**config.mk**
```make
export PLATFORM = sky130hd
export DESIGN_NAME = watchdog_trap
export DESIGN_NICKNAME = d
export VERILOG_FILES = /design/src/rtl/guard_pkg.sv /design/src/rtl/watchdog_trap.sv /design/src/rtl/fetch_trap_check.sv
export VERILOG_INCLUDE_DIRS = /design/src /design/src/rtl
export SDC_FILE = /design/constraint.sdc
export NUM_CORES = 1
export LEC_CHECK = 0
export BUFFER_PORTS_ARGS = -buffer_cell sky130_fd_sc_hd__buf_2
export CORE_MARGIN = 2
export CORE_UTILIZATION = 30
export CTS_CLUSTER_DIAMETER = 60
export CTS_CLUSTER_SIZE = 25
export DETAILED_ROUTE_END_ITERATION = 10
export PLACE_DENSITY_LB_ADDON = 0.15
export SETUP_SLACK_MARGIN = 0.1
export SYNTH_ARGS = -nofsm -noshare
export SYNTH_HDL_FRONTEND = slang
export SYNTH_HIERARCHICAL = 1
export SYNTH_SLANG_ARGS = --single-unit
```
**constraint.sdc**
```tcl
create_clock -name REF_CLK -period 3.7 [get_ports REF_CLK]
set_input_delay 0.185 -clock REF_CLK [delete_from_list [all_inputs] [get_ports REF_CLK]]
set_output_delay 0.185 -clock REF_CLK [all_outputs]
set_load 0.01 [all_outputs]
```
**src/rtl/guard_params.svh**
```systemverilog
`ifndef GUARD_PARAMS_SVH
`define GUARD_PARAMS_SVH

// ------------------------------------------------------------
// register indices (byte address is four times the index)
// ------------------------------------------------------------
`define CONTROL_REG_INDEX   8'h34
`define CODE_REG_INDEX      8'h35
`define STATUS_REG_INDEX    8'h38

// ------------------------------------------------------------
// control register fields and reset value
// ------------------------------------------------------------
`define OVF_SEL_BIT         0
`define TIME_SEL_LSB        1
`define TIME_SEL_MSB        2
`define ENABLE_BIT          3
`define TRAP_ACT_BIT        4
`define RAM_SEL_BIT         5
`define CONTROL_RESET       8'h39

// ------------------------------------------------------------
// code register values
// ------------------------------------------------------------
`define CLEAR_CODE          8'h4e
`define DISABLE_CODE        8'hb1
`define TRAP_ARM_CODE       8'hd2

// ------------------------------------------------------------
// timing
// ------------------------------------------------------------
`define CLK_PERIOD_NS       20
`define RESET_FC_PERIODS    24
`define RESET_TIME_NS       (`RESET_FC_PERIODS * `CLK_PERIOD_NS)
`define RESET_CYCLES        (`RESET_TIME_NS / `CLK_PERIOD_NS)
`define FAST_QUARTER_LOG2   23
`define SLOW_QUARTER_LOG2   15

`endif

```
**src/rtl/guard_pkg.sv**
```systemverilog
package guard_pkg;

  typedef enum logic [1:0] {
    RST_IDLE = 2'b01,
    RST_HOLD = 2'b10
  } reset_state_t;

  typedef logic [1:0] time_sel_t;

endpackage

```
**src/rtl/watchdog_trap.sv**
```systemverilog
`timescale 1ns/1ps
`default_nettype none
`include "guard_params.svh"

module watchdog_trap #(
  parameter int FAST_QUARTER_LOG2 = `FAST_QUARTER_LOG2,
  parameter int SLOW_QUARTER_LOG2 = `SLOW_QUARTER_LOG2
) (
  input  wire logic        REF_CLK,
  input  wire logic        RST,
  input  wire logic        PSEL,
  input  wire logic        PENABLE,
  input  wire logic        PWRITE,
  input  wire logic [9:0]  PADDR,
  input  wire logic [31:0] PWDATA,
  output logic [31:0]      PRDATA,
  output logic             PREADY,
  output logic             PSLVERR,
  input  wire logic        LOW_SPEED_MODE_ONE,
  input  wire logic        DIVIDER_STAGE_SELECT,
  input  wire logic        SLOW_CLOCK_TICK,
  input  wire logic        FETCH_VALID,
  input  wire logic [15:0] FETCH_ADDR,
  output logic             OVERFLOW_INTERRUPT,
  output logic             FETCH_TRAP_INTERRUPT,
  output logic             RESET_REQUEST,
  output logic             OSC_RESTART
);
  import guard_pkg::*;

  localparam logic [9:0] CTRL_ADDR = {`CONTROL_REG_INDEX, 2'b00};
  localparam logic [9:0] CODE_ADDR = {`CODE_REG_INDEX, 2'b00};
  localparam logic [9:0] STAT_ADDR = {`STATUS_REG_INDEX, 2'b00};
  localparam logic [4:0] HOLD_LAST = 5'(`RESET_CYCLES - 1);

  // ------------------------------------------------------------
  // apb slave: one wait state, answer registered
  // ------------------------------------------------------------
  logic        access;
  logic        wr_ctrl;
  logic        wr_code;
  logic        next_pready;
  logic        next_pslverr;
  logic [31:0] next_prdata;
  logic        mapped;

  // a write lands only at the edge where pready is seen high
  assign access  = PSEL && PENABLE && PREADY;
  assign wr_ctrl = access && PWRITE && (PADDR == CTRL_ADDR);
  assign wr_code = access && PWRITE && (PADDR == CODE_ADDR);

  // ------------------------------------------------------------
  // control state
  // ------------------------------------------------------------
  logic      enable_bit;
  logic      running;
  logic      ovf_sel;
  time_sel_t time_sel;
  logic      trap_act;
  logic      ram_sel;
  logic      ram_armed;
  logic      next_enable_bit;
  logic      next_running;
  logic      next_ovf_sel;
  time_sel_t next_time_sel;
  logic      next_trap_act;
  logic      next_ram_sel;
  logic      next_ram_armed;
  logic      code_clear;
  logic      code_disable;
  logic      code_arm;

  assign code_clear   = wr_code && (PWDATA[7:0] == `CLEAR_CODE);
  assign code_disable = wr_code && (PWDATA[7:0] == `DISABLE_CODE);
  assign code_arm     = wr_code && (PWDATA[7:0] == `TRAP_ARM_CODE);

  always_comb begin
    next_enable_bit = enable_bit;
    next_running    = running;
    next_ovf_sel    = ovf_sel;
    next_time_sel   = time_sel;
    next_trap_act   = trap_act;
    next_ram_sel    = ram_sel;
    next_ram_armed  = ram_armed;
    if (wr_ctrl) begin
      next_enable_bit = PWDATA[`ENABLE_BIT];
      next_time_sel   = PWDATA[`TIME_SEL_MSB:`TIME_SEL_LSB];
      next_trap_act   = PWDATA[`TRAP_ACT_BIT];
      next_ram_sel    = PWDATA[`RAM_SEL_BIT];
      next_ovf_sel    = ovf_sel && PWDATA[`OVF_SEL_BIT];
      if (PWDATA[`ENABLE_BIT]) begin
        next_running = 1'b1;
      end
    end
    // only stops when the enable bit already reads zero
    if (code_disable && !enable_bit) begin
      next_running = 1'b0;
    end
    // new ram select waits for the arm code
    if (code_arm) begin
      next_ram_armed = ram_sel;
    end
  end

  always_ff @(posedge REF_CLK or posedge RST) begin
    if (RST) begin
      enable_bit <= 1'((`CONTROL_RESET >> `ENABLE_BIT) & 8'h01);
      running    <= 1'b1;
      ovf_sel    <= 1'b1;
      time_sel   <= 2'b00;
      trap_act   <= 1'b1;
      ram_sel    <= 1'b1;
      ram_armed  <= 1'b1;
    end else begin
      enable_bit <= next_enable_bit;
      running    <= next_running;
      ovf_sel    <= next_ovf_sel;
      time_sel   <= next_time_sel;
      trap_act   <= next_trap_act;
      ram_sel    <= next_ram_sel;
      ram_armed  <= next_ram_armed;
    end
  end

  // ------------------------------------------------------------
  // divider and two-stage binary counter
  // ------------------------------------------------------------
  logic [23:0] div;
  logic [23:0] next_div;
  logic [1:0]  bin_cnt;
  logic [1:0]  next_bin_cnt;
  logic        src_tick;
  logic        slow_src;
  logic [4:0]  tap_log2;
  logic [23:0] tap_mask;
  logic        quarter_tick;
  logic        ovf_event;

  // quarter of the period: the counter overflows on the fourth tick
  always_comb begin
    slow_src = LOW_SPEED_MODE_ONE || DIVIDER_STAGE_SELECT;
    src_tick = slow_src ? SLOW_CLOCK_TICK : 1'b1;
    if (slow_src) begin
      tap_log2 = 5'(SLOW_QUARTER_LOG2) - {2'b00, time_sel, 1'b0};
    end else begin
      tap_log2 = 5'(FAST_QUARTER_LOG2) - {2'b00, time_sel, 1'b0};
    end
    tap_mask     = ~(24'hffffff << tap_log2);
    quarter_tick = src_tick && (&(div | ~tap_mask));
    ovf_event    = running && quarter_tick && (bin_cnt == 2'h3);
    next_div     = src_tick ? div + 24'h000001 : div;
    // clear code spares the divider, so the first overflow may come early
    if (!running || code_clear) begin
      next_bin_cnt = 2'h0;
    end else if (quarter_tick) begin
      next_bin_cnt = bin_cnt + 2'h1;
    end else begin
      next_bin_cnt = bin_cnt;
    end
  end

  always_ff @(posedge REF_CLK or posedge RST) begin
    if (RST) begin
      div     <= 24'h000000;
      bin_cnt <= 2'h0;
    end else begin
      div     <= next_div;
      bin_cnt <= next_bin_cnt;
    end
  end

  // ------------------------------------------------------------
  // address trap
  // ------------------------------------------------------------
  logic trap_hit;

  fetch_trap_check u_trap (
    .fetch_valid (FETCH_VALID),
    .fetch_addr  (FETCH_ADDR),
    .ram_armed   (ram_armed),
    .trap_hit    (trap_hit)
  );

  // ------------------------------------------------------------
  // event outputs and reset hold
  // ------------------------------------------------------------
  reset_state_t rst_state;
  reset_state_t next_rst_state;
  logic [4:0]   hold_cnt;
  logic [4:0]   next_hold_cnt;
  logic         reset_event;
  logic         next_ovf_irq;
  logic         next_trap_irq;
  logic         next_osc_restart;

  // no master-flag gate: both interrupts are non-maskable, and every event
  // pulses again even while an earlier one is in service, so the cpu nests
  always_comb begin
    next_ovf_irq  = ovf_event && !ovf_sel;
    next_trap_irq = trap_hit && !trap_act;
    reset_event   = (ovf_event && ovf_sel) || (trap_hit && trap_act);
    next_rst_state   = rst_state;
    next_hold_cnt    = hold_cnt;
    next_osc_restart = 1'b0;
    case (rst_state)
      RST_IDLE: begin
        if (reset_event) begin
          next_rst_state   = RST_HOLD;
          next_hold_cnt    = HOLD_LAST;
          next_osc_restart = LOW_SPEED_MODE_ONE;
        end
      end
      RST_HOLD: begin
        // further events inside the hold merge into it
        if (hold_cnt == 5'h00) begin
          next_rst_state = RST_IDLE;
        end else begin
          next_hold_cnt = hold_cnt - 5'h01;
        end
      end
      default: begin
        next_rst_state = RST_IDLE;
        next_hold_cnt  = 5'h00;
      end
    endcase
  end

  always_ff @(posedge REF_CLK or posedge RST) begin
    if (RST) begin
      rst_state            <= RST_IDLE;
      hold_cnt             <= 5'h00;
      OVERFLOW_INTERRUPT   <= 1'b0;
      FETCH_TRAP_INTERRUPT <= 1'b0;
      RESET_REQUEST        <= 1'b0;
      OSC_RESTART          <= 1'b0;
    end else begin
      rst_state            <= next_rst_state;
      hold_cnt             <= next_hold_cnt;
      OVERFLOW_INTERRUPT   <= next_ovf_irq;
      FETCH_TRAP_INTERRUPT <= next_trap_irq;
      RESET_REQUEST        <= (next_rst_state == RST_HOLD);
      OSC_RESTART          <= next_osc_restart;
    end
  end

  // ------------------------------------------------------------
  // apb answer
  // ------------------------------------------------------------
  // control and code registers are write-only and read back as zero
  always_comb begin
    mapped       = (PADDR == CTRL_ADDR) || (PADDR == CODE_ADDR) || (PADDR == STAT_ADDR);
    next_pready  = PSEL && PENABLE && !PREADY;
    next_pslverr = next_pready && !mapped;
    next_prdata  = 32'h00000000;
    if (next_pready && !PWRITE && (PADDR == STAT_ADDR)) begin
      next_prdata = {21'h000000, RESET_REQUEST, bin_cnt, ram_sel, ram_armed,
                     trap_act, enable_bit, time_sel, ovf_sel, running};
    end
  end

  always_ff @(posedge REF_CLK or posedge RST) begin
    if (RST) begin
      PREADY  <= 1'b0;
      PSLVERR <= 1'b0;
      PRDATA  <= 32'h00000000;
    end else begin
      PREADY  <= next_pready;
      PSLVERR <= next_pslverr;
      PRDATA  <= next_prdata;
    end
  end
endmodule // watchdog_trap

`default_nettype wire

```
**src/rtl/fetch_trap_check.sv**
```systemverilog
`timescale 1ns/1ps
`default_nettype none

module fetch_trap_check #(
  parameter logic [15:0] RAM_LO = 16'h0040,
  parameter logic [15:0] RAM_HI = 16'h083f,
  parameter logic [15:0] SFR_LO = 16'h0000,
  parameter logic [15:0] SFR_HI = 16'h003f,
  parameter logic [15:0] DBR_LO = 16'h0f80,
  parameter logic [15:0] DBR_HI = 16'h0fff
) (
  input  wire logic        fetch_valid,
  input  wire logic [15:0] fetch_addr,
  input  wire logic        ram_armed,
  output logic             trap_hit
);

  logic in_ram;
  logic in_sfr;
  logic in_dbr;

  // same-cycle compare against the three regions
  always_comb begin
    in_ram   = (fetch_addr >= RAM_LO) && (fetch_addr <= RAM_HI);
    in_sfr   = (fetch_addr >= SFR_LO) && (fetch_addr <= SFR_HI);
    in_dbr   = (fetch_addr >= DBR_LO) && (fetch_addr <= DBR_HI);
    // sfr and debug regions trap whatever the ram select says
    trap_hit = fetch_valid && ((in_ram && ram_armed) || in_sfr || in_dbr);
  end

endmodule // fetch_trap_check

`default_nettype wire

```
Word level (Yosys, flattened, before mapping)
Cells that the tools add are included.
{"block": "word_totals", "output_inout_bits": 38, "input_bits": 67, "word_cells": 108, "reg_bits": 79}
{"block": "op_classes", "muxes": 16, "bitwise_logic": 3, "order_cmp": 6, "addsub": 5, "n_eq_ne": 12, "shifts": 1, "reduce_logical": 47}
{"cell": "$not A24 Y24", "n": 2}
{"cell": "$le A16 B12 Y1 const B", "n": 2}
{"cell": "$eq A10 B8 Y1 const B", "n": 3}
{"cell": "$logic_and A1 B1 Y1", "n": 26}
{"cell": "$add A24 B1 Y24 const B", "n": 1}
{"cell": "$or A24 B24 Y24", "n": 1}
{"cell": "$reduce_and A24 Y1", "n": 1}
{"cell": "$shl A24 B5 Y24 const A", "n": 1}
{"cell": "$eq A8 B8 Y1 const B", "n": 2}
{"cell": "$ge A16 B1 Y1 const B", "n": 1}
{"cell": "$ge A16 B12 Y1 const B", "n": 1}
{"cell": "$ge A16 B7 Y1 const B", "n": 1}
{"cell": "$le A16 B6 Y1 const B", "n": 1}
{"cell": "$mux W5", "n": 3}
{"cell": "$mux W11", "n": 1}
{"cell": "$pmux W5 S2", "n": 1}
{"cell": "$eq A8 B7 Y1 const B", "n": 1}
{"cell": "$mux W2", "n": 4}
{"cell": "$logic_not A1 Y1", "n": 7}
{"cell": "$logic_or A1 B1 Y1", "n": 7}
{"cell": "$eq A2 B2 Y1 const B", "n": 3}
{"cell": "$mux W1", "n": 6}
{"cell": "$reduce_bool A2 Y1", "n": 3}
{"cell": "$logic_not A5 Y1", "n": 1}
{"cell": "other kinds (8)", "n": 10}

Depth between registers and ports, before layout
{"block": "depth", "ltp_word": 15, "ltp_mapped": 7, "mapped_depth_nobuf": 7}

Modules after synthesis
The synthesis kept the hierarchy.
{"mod": "watchdog_trap", "seq_area_each_um2": 1435.1, "area_each_um2": 2829.0, "cells_each": 266, "n_inst": 1}
{"mod": "fetch_trap_check", "seq_area_each_um2": 0.0, "area_each_um2": 56.3, "cells_each": 9, "n_inst": 1}

Worst setup path before layout
OpenSTA, ideal clock, no wires.
{"block": "synth_path", "kind": "input to register", "start": "in PADDR[9]", "end": "reg ram_armed", "setup_time_ns": 0.082, "stages": 6, "n_path_buf": 0, "t_arrival_ns": 1.855, "path_slack_ns": 1.763, "required_time_ns": 3.618, "cell_sequence": "nor3_1 nand4_1 or4_4 or3_4 nand2b_4 mux2_4"}
{"block": "synth_between", "elab_chain_len": 3}
{"element": "from (decl)", "line_no": "watchdog_trap.sv:14", "source": "input wire logic [9:0] PADDR,"}
{"element": "$eq A10 B8 Y1", "line_no": "watchdog_trap.sv:50", "source": "assign wr_code = access && PWRITE && (PADDR == CODE_ADDR);"}
{"element": "$logic_and A1 B1 Y1", "line_no": "watchdog_trap.sv:50"}
{"element": "$logic_and A1 B1 Y1", "line_no": "watchdog_trap.sv:75", "source": "assign code_arm = wr_code && (PWDATA[7:0] == `TRAP_ARM_CODE);"}
{"element": "to (signal assigned)", "line_no": "watchdog_trap.sv:121", "source": "ram_armed <= next_ram_armed;"}
{"element": "to (decl)", "line_no": "watchdog_trap.sv:61", "source": "logic ram_armed;"}
No other way between the ends.
A chain may end at the register's enable or synchronous reset.

Worst setup path in the final report
{"block": "layout_path", "start": "reg time_sel[0]", "end": "reg hold_cnt[1]"}
{"block": "layout_between", "elab_chain_len": 14, "elab_cells_between_ends": 15, "cone_classes": "add/sub (2); eq/ne (1); shift (1); mux (1); bitwise (3); reduce/logical (7)"}
{"element": "from (decl)", "line_no": "watchdog_trap.sv:58", "source": "time_sel_t time_sel;"}
{"element": "from (signal assigned)", "line_no": "watchdog_trap.sv:118", "source": "time_sel <= next_time_sel;"}
{"element": "$sub A5 B3 Y5 or $sub A4 B3 Y5 (tied branches)", "line_no": "watchdog_trap.sv:146, watchdog_trap.sv:144"}
{"element": "$mux W5 *", "line_no": "watchdog_trap.sv:143", "source": "if (slow_src) begin"}
{"element": "$shl A24 B5 Y24 *", "line_no": "watchdog_trap.sv:148", "source": "tap_mask = ~(24'hffffff << tap_log2);"}
{"element": "$not A24 Y24 *", "line_no": "watchdog_trap.sv:148"}
{"element": "$not A24 Y24 *", "line_no": "watchdog_trap.sv:149", "source": "quarter_tick = src_tick && (&(div | ~tap_mask));"}
{"element": "$or A24 B24 Y24 *", "line_no": "watchdog_trap.sv:149"}
{"element": "$reduce_and A24 Y1 *", "line_no": "watchdog_trap.sv:149"}
{"element": "$logic_and A1 B1 Y1 *", "line_no": "watchdog_trap.sv:149"}
{"element": "$logic_and A1 B1 Y1 * (2 in series)", "line_no": "watchdog_trap.sv:150", "source": "ovf_event = running && quarter_tick && (bin_cnt == 2'h3);"}
{"element": "$logic_and A1 B1 Y1 *", "line_no": "watchdog_trap.sv:201", "source": "reset_event = (ovf_event && ovf_sel) || (trap_hit && trap_act);"}
{"element": "$logic_or A1 B1 Y1 *", "line_no": "watchdog_trap.sv:201"}
{"element": "$ne A2 B2 Y1 (no source line) *"}
{"element": "$reduce_and A2 Y1 (no source line) *"}
{"element": "to (signal assigned)", "line_no": "watchdog_trap.sv:238", "source": "hold_cnt <= next_hold_cnt;"}
{"element": "to (decl)", "line_no": "watchdog_trap.sv:189", "source": "logic [4:0] hold_cnt;"}
Mark *: on every way between the ends. The rest lies on a longest branch, timed or not.

==> results.tsv <==
stage	metric	value	unit
logic_synthesis	yosys-top-cells-area	dfrtp_1 43%, dfstp_2 6.4%, buf_4 5.5%	
pwr	peakVddDrop	0.0002798	V
logic_synthesis	yosysWarnings	6	
timing	rsz0062_at_grt	false	
logic_synthesis	synth_top_family_by_area	simple AND/OR/NAND/NOR gates	
clocking	cts-resized-gates	0	
global_route	track_usage	12.32	%
global_route	grt_max_degree	35	
critical_path	critPathKind	flop to flop	
layout	n_antenna_cell	0	
run_status	violations	negative hold slack	
clocking	clk_pin_slew_worst_paths	0.07	ns
logic_synthesis	synth_mux_area_share	3.209	%
drt	drt_iter0_markers	109	
critical_path	cp.required	3.91	ns
die	start_util	31.08	%
die	fp.dieH	102.1	um
logic_synthesis	yosysMostFrequentCell	dfrtp_1	
logic_synthesis	ys_seq_area_share	49.74	%
timing	period_share	57.57	%
timing	worst_pin_slew	0.8197	ns
clocking	htreeDepth	3	
logic_synthesis	synth_xor_area_share	6.982	%
critical_path	cp-startpoint	time_sel[0]	
critical_path	end_kind	flop	
layout	fill_cells	970	
run_status	status	complete, but fails checks	
logic_synthesis	synth_top_area_share	43.37	%
global_route	grt.overflow.total	0	
pwr	p_total	0.001610	W
logic_synthesis	synth_simple_gate_area_share	20.64	%
clocking	cts_sinks	57	
worst_hold_path	hp-class	input pin to asynchronous set/reset pin	
logic_synthesis	synthesis.area	0.002885	mm2
layout	drive_above_1_share	26.90	%
place	port_buffers	53	
logic_synthesis	async_flop_share	100.0	%
drt	drc	0	
clocking	post_cts_buffers	0	
timing	slew_headroom	44.85	%
clocking	cts_tree	yes	
die	rows	35	
critical_path	cp-start-kind	flop	
timing	slew_violations	0	
pwr	power.density	467.8	mW/mm2
run	maxCapViolCount	0	
drt	drtPass1Iterations	4	
logic_synthesis	synth_top_area_cell	dfrtp_1	
logic_synthesis	avgSynthCellArea	10.49	um2
clocking	clockBufferDepth	2	
clocking	cts-hold-fix-buffers	0	
place	hpwl	4328	um
die	die_area	0.01042	mm2
logic_synthesis	synth_fa_ha_area_share	2.602	%
timing	max_freq	0.4695	GHz
logic_synthesis	synth_edf_count	0	
drt	postRouteAntennaNets	0	
drt	vias_per_cell	4.641	
layout	stdcell_area	0.003441	mm2
timing	setup_violations	0	
layout	nets	410	
die	fp.coreArea	0.009284	mm2
logic_synthesis	synthFlopType	dfrtp_1	
logic_synthesis	synth_compound_area_share	9.670	%
logic_synthesis	synthTopCellsByCount	50 x dfrtp_1, 22 x nor2_1, 21 x buf_4, 21 x nand2_1, 18 x xnor2_1	
global_route	antenna_found_initial	0	
timing	period_minus_slack	2.130	ns
logic_synthesis	synthCells	275	
critical_path	slowest_delay	0.49	ns
logic_synthesis	synth_cell_types	52	
logic_synthesis	ys_ff_latch	57	
critical_path	critPathMaxFanout	6	
pwr	leakage	1.637	nW
place	postPlaceCellArea	0.003229	mm2
timing	hold_viol_final	31	
timing	setup_tns	0	ns
critical_path	cp_slowest_cell	o41ai_1	
drt	wl	5981	um
timing	clock-skew-final	0.01068	ns
critical_path	worstPathArrival	2.34	ns
layout	synthToLayoutAreaGrowth	19.25	%
clocking	clk_latency	0.33	ns
die	dieWidth	102.1	um
drt	wl_per_cell	12.70	um
drt	vias	2186	
timing	timing.hold.ws	-0.02277	ns
clocking	cts_buffers	9	
die	ioPinCount	105	
global_route	grt_pass1_vias	2101	
global_route	grt_pass1_wl	9901	um
clocking	cts-root-buf	clkbuf_8	
critical_path	cp_cell_sequence	a21oi_1, o41ai_1, nand3_1, nor2_1, o21bai_1, a22o_1	
place	routabilityCongestion	0.7501	
critical_path	r2r_start	time_sel[0]	
-- flip-flops by register name, summed over array words and instances (netlist names), 2 cells and up --
| name | cells |
|---|---|
| div | 23 |
| PRDATA | 11 |
| hold_cnt | 5 |
| bin_cnt | 2 |
| rst_state | 2 |
| time_sel | 2 |
-- kinds of logic (layout without fill, tap and decap cells) --
logic type | Yosys count | after routing
other | 1 | 21
XOR/XNOR | 23 | 23
AND/OR/NAND/NOR | 108 | 108
flip-flops | 57 | 57
AO/OA/AOI/OAI | 39 | 39
multiplexers | 8 | 8
adder cells (fa/ha/maj) | 6 | 6
buffers and inverters | 33 | 80
-- per-stage QoR --
stage	utilization, %	cells	setup WS (ns)
after floorplan	-	295	1.763
after CTS	37.06	471	1.564
final	37.06	471	1.570
after global routing	37.06	471	1.321
after global placement	34.78	455	1.493
after detailed placement	34.78	455	1.464
-- placed cells by master, fill, tap and decap left out, drive strengths merged, types with 3 or more instances in the layout --
cell	count
a21oi	10
o21bai	3
ha	6
xor2	5
o2bb2ai	3
xnor2	18
o21ai	6
conb	21
nand2	21
dfstp	7
inv	10
dfrtp	50
mux2	7
and3	8
nor2	22
nor4	3
clkbuf	11
nor3	7
buf	54
and2	11
nand2b	4
nand3	13
nand4	7
-- metal layers --
metal | GRT usage [%] | routed length (um) | up-vias
li1 | - | - | 1049
met1 | 15.96 | 2736 | 1055
met2 | 19.53 | 2712 | 75
met3 | 4.583 | 469 | 7
met4 | 3.282 | 63 | 0
met5 | 0 | 0 | -
-- power by group --
group	switching [W]	internal [W]
combinational	0.000140	0.000108
sequential	0.0000545	0.000677
clock	0.000251	0.000378
-- cell type report --
cell class | instances | area, um2 | area share, %
Sequential cell | 57 | 1435 | 41.71
Tap cell | 129 | 161.4 | 4.691
Clock inverter | 5 | 80.08 | 2.327
Clock buffer | 11 | 131.4 | 3.818
Multi-Input combinational cell | 205 | 1323 | 38.44
Timing Repair Buffer | 54 | 272.8 | 7.927
Inverter | 10 | 37.54 | 1.091
-- final timing paths --
kind | to | slack, ns | depth (start not counted)
max | hold_cnt[1] | 1.57 | 6
min | hold_cnt[2] | -0.02 | 2
max reg2reg | hold_cnt[1] | 1.57 | 6
min reg2reg | div[22] | 0.48 | 1
max in group asynchronous | trap_act | 2.88 | 3
min in group REF_CLK | running | 0.10 | 2
-- worst max-delay path, delay by kind of cell (launching register included) --
family	cells	cell delay, ns
compound gates	4	1.01
simple gates	2	0.52
flops	1	0.47
(Power assumes the default switching activity.)
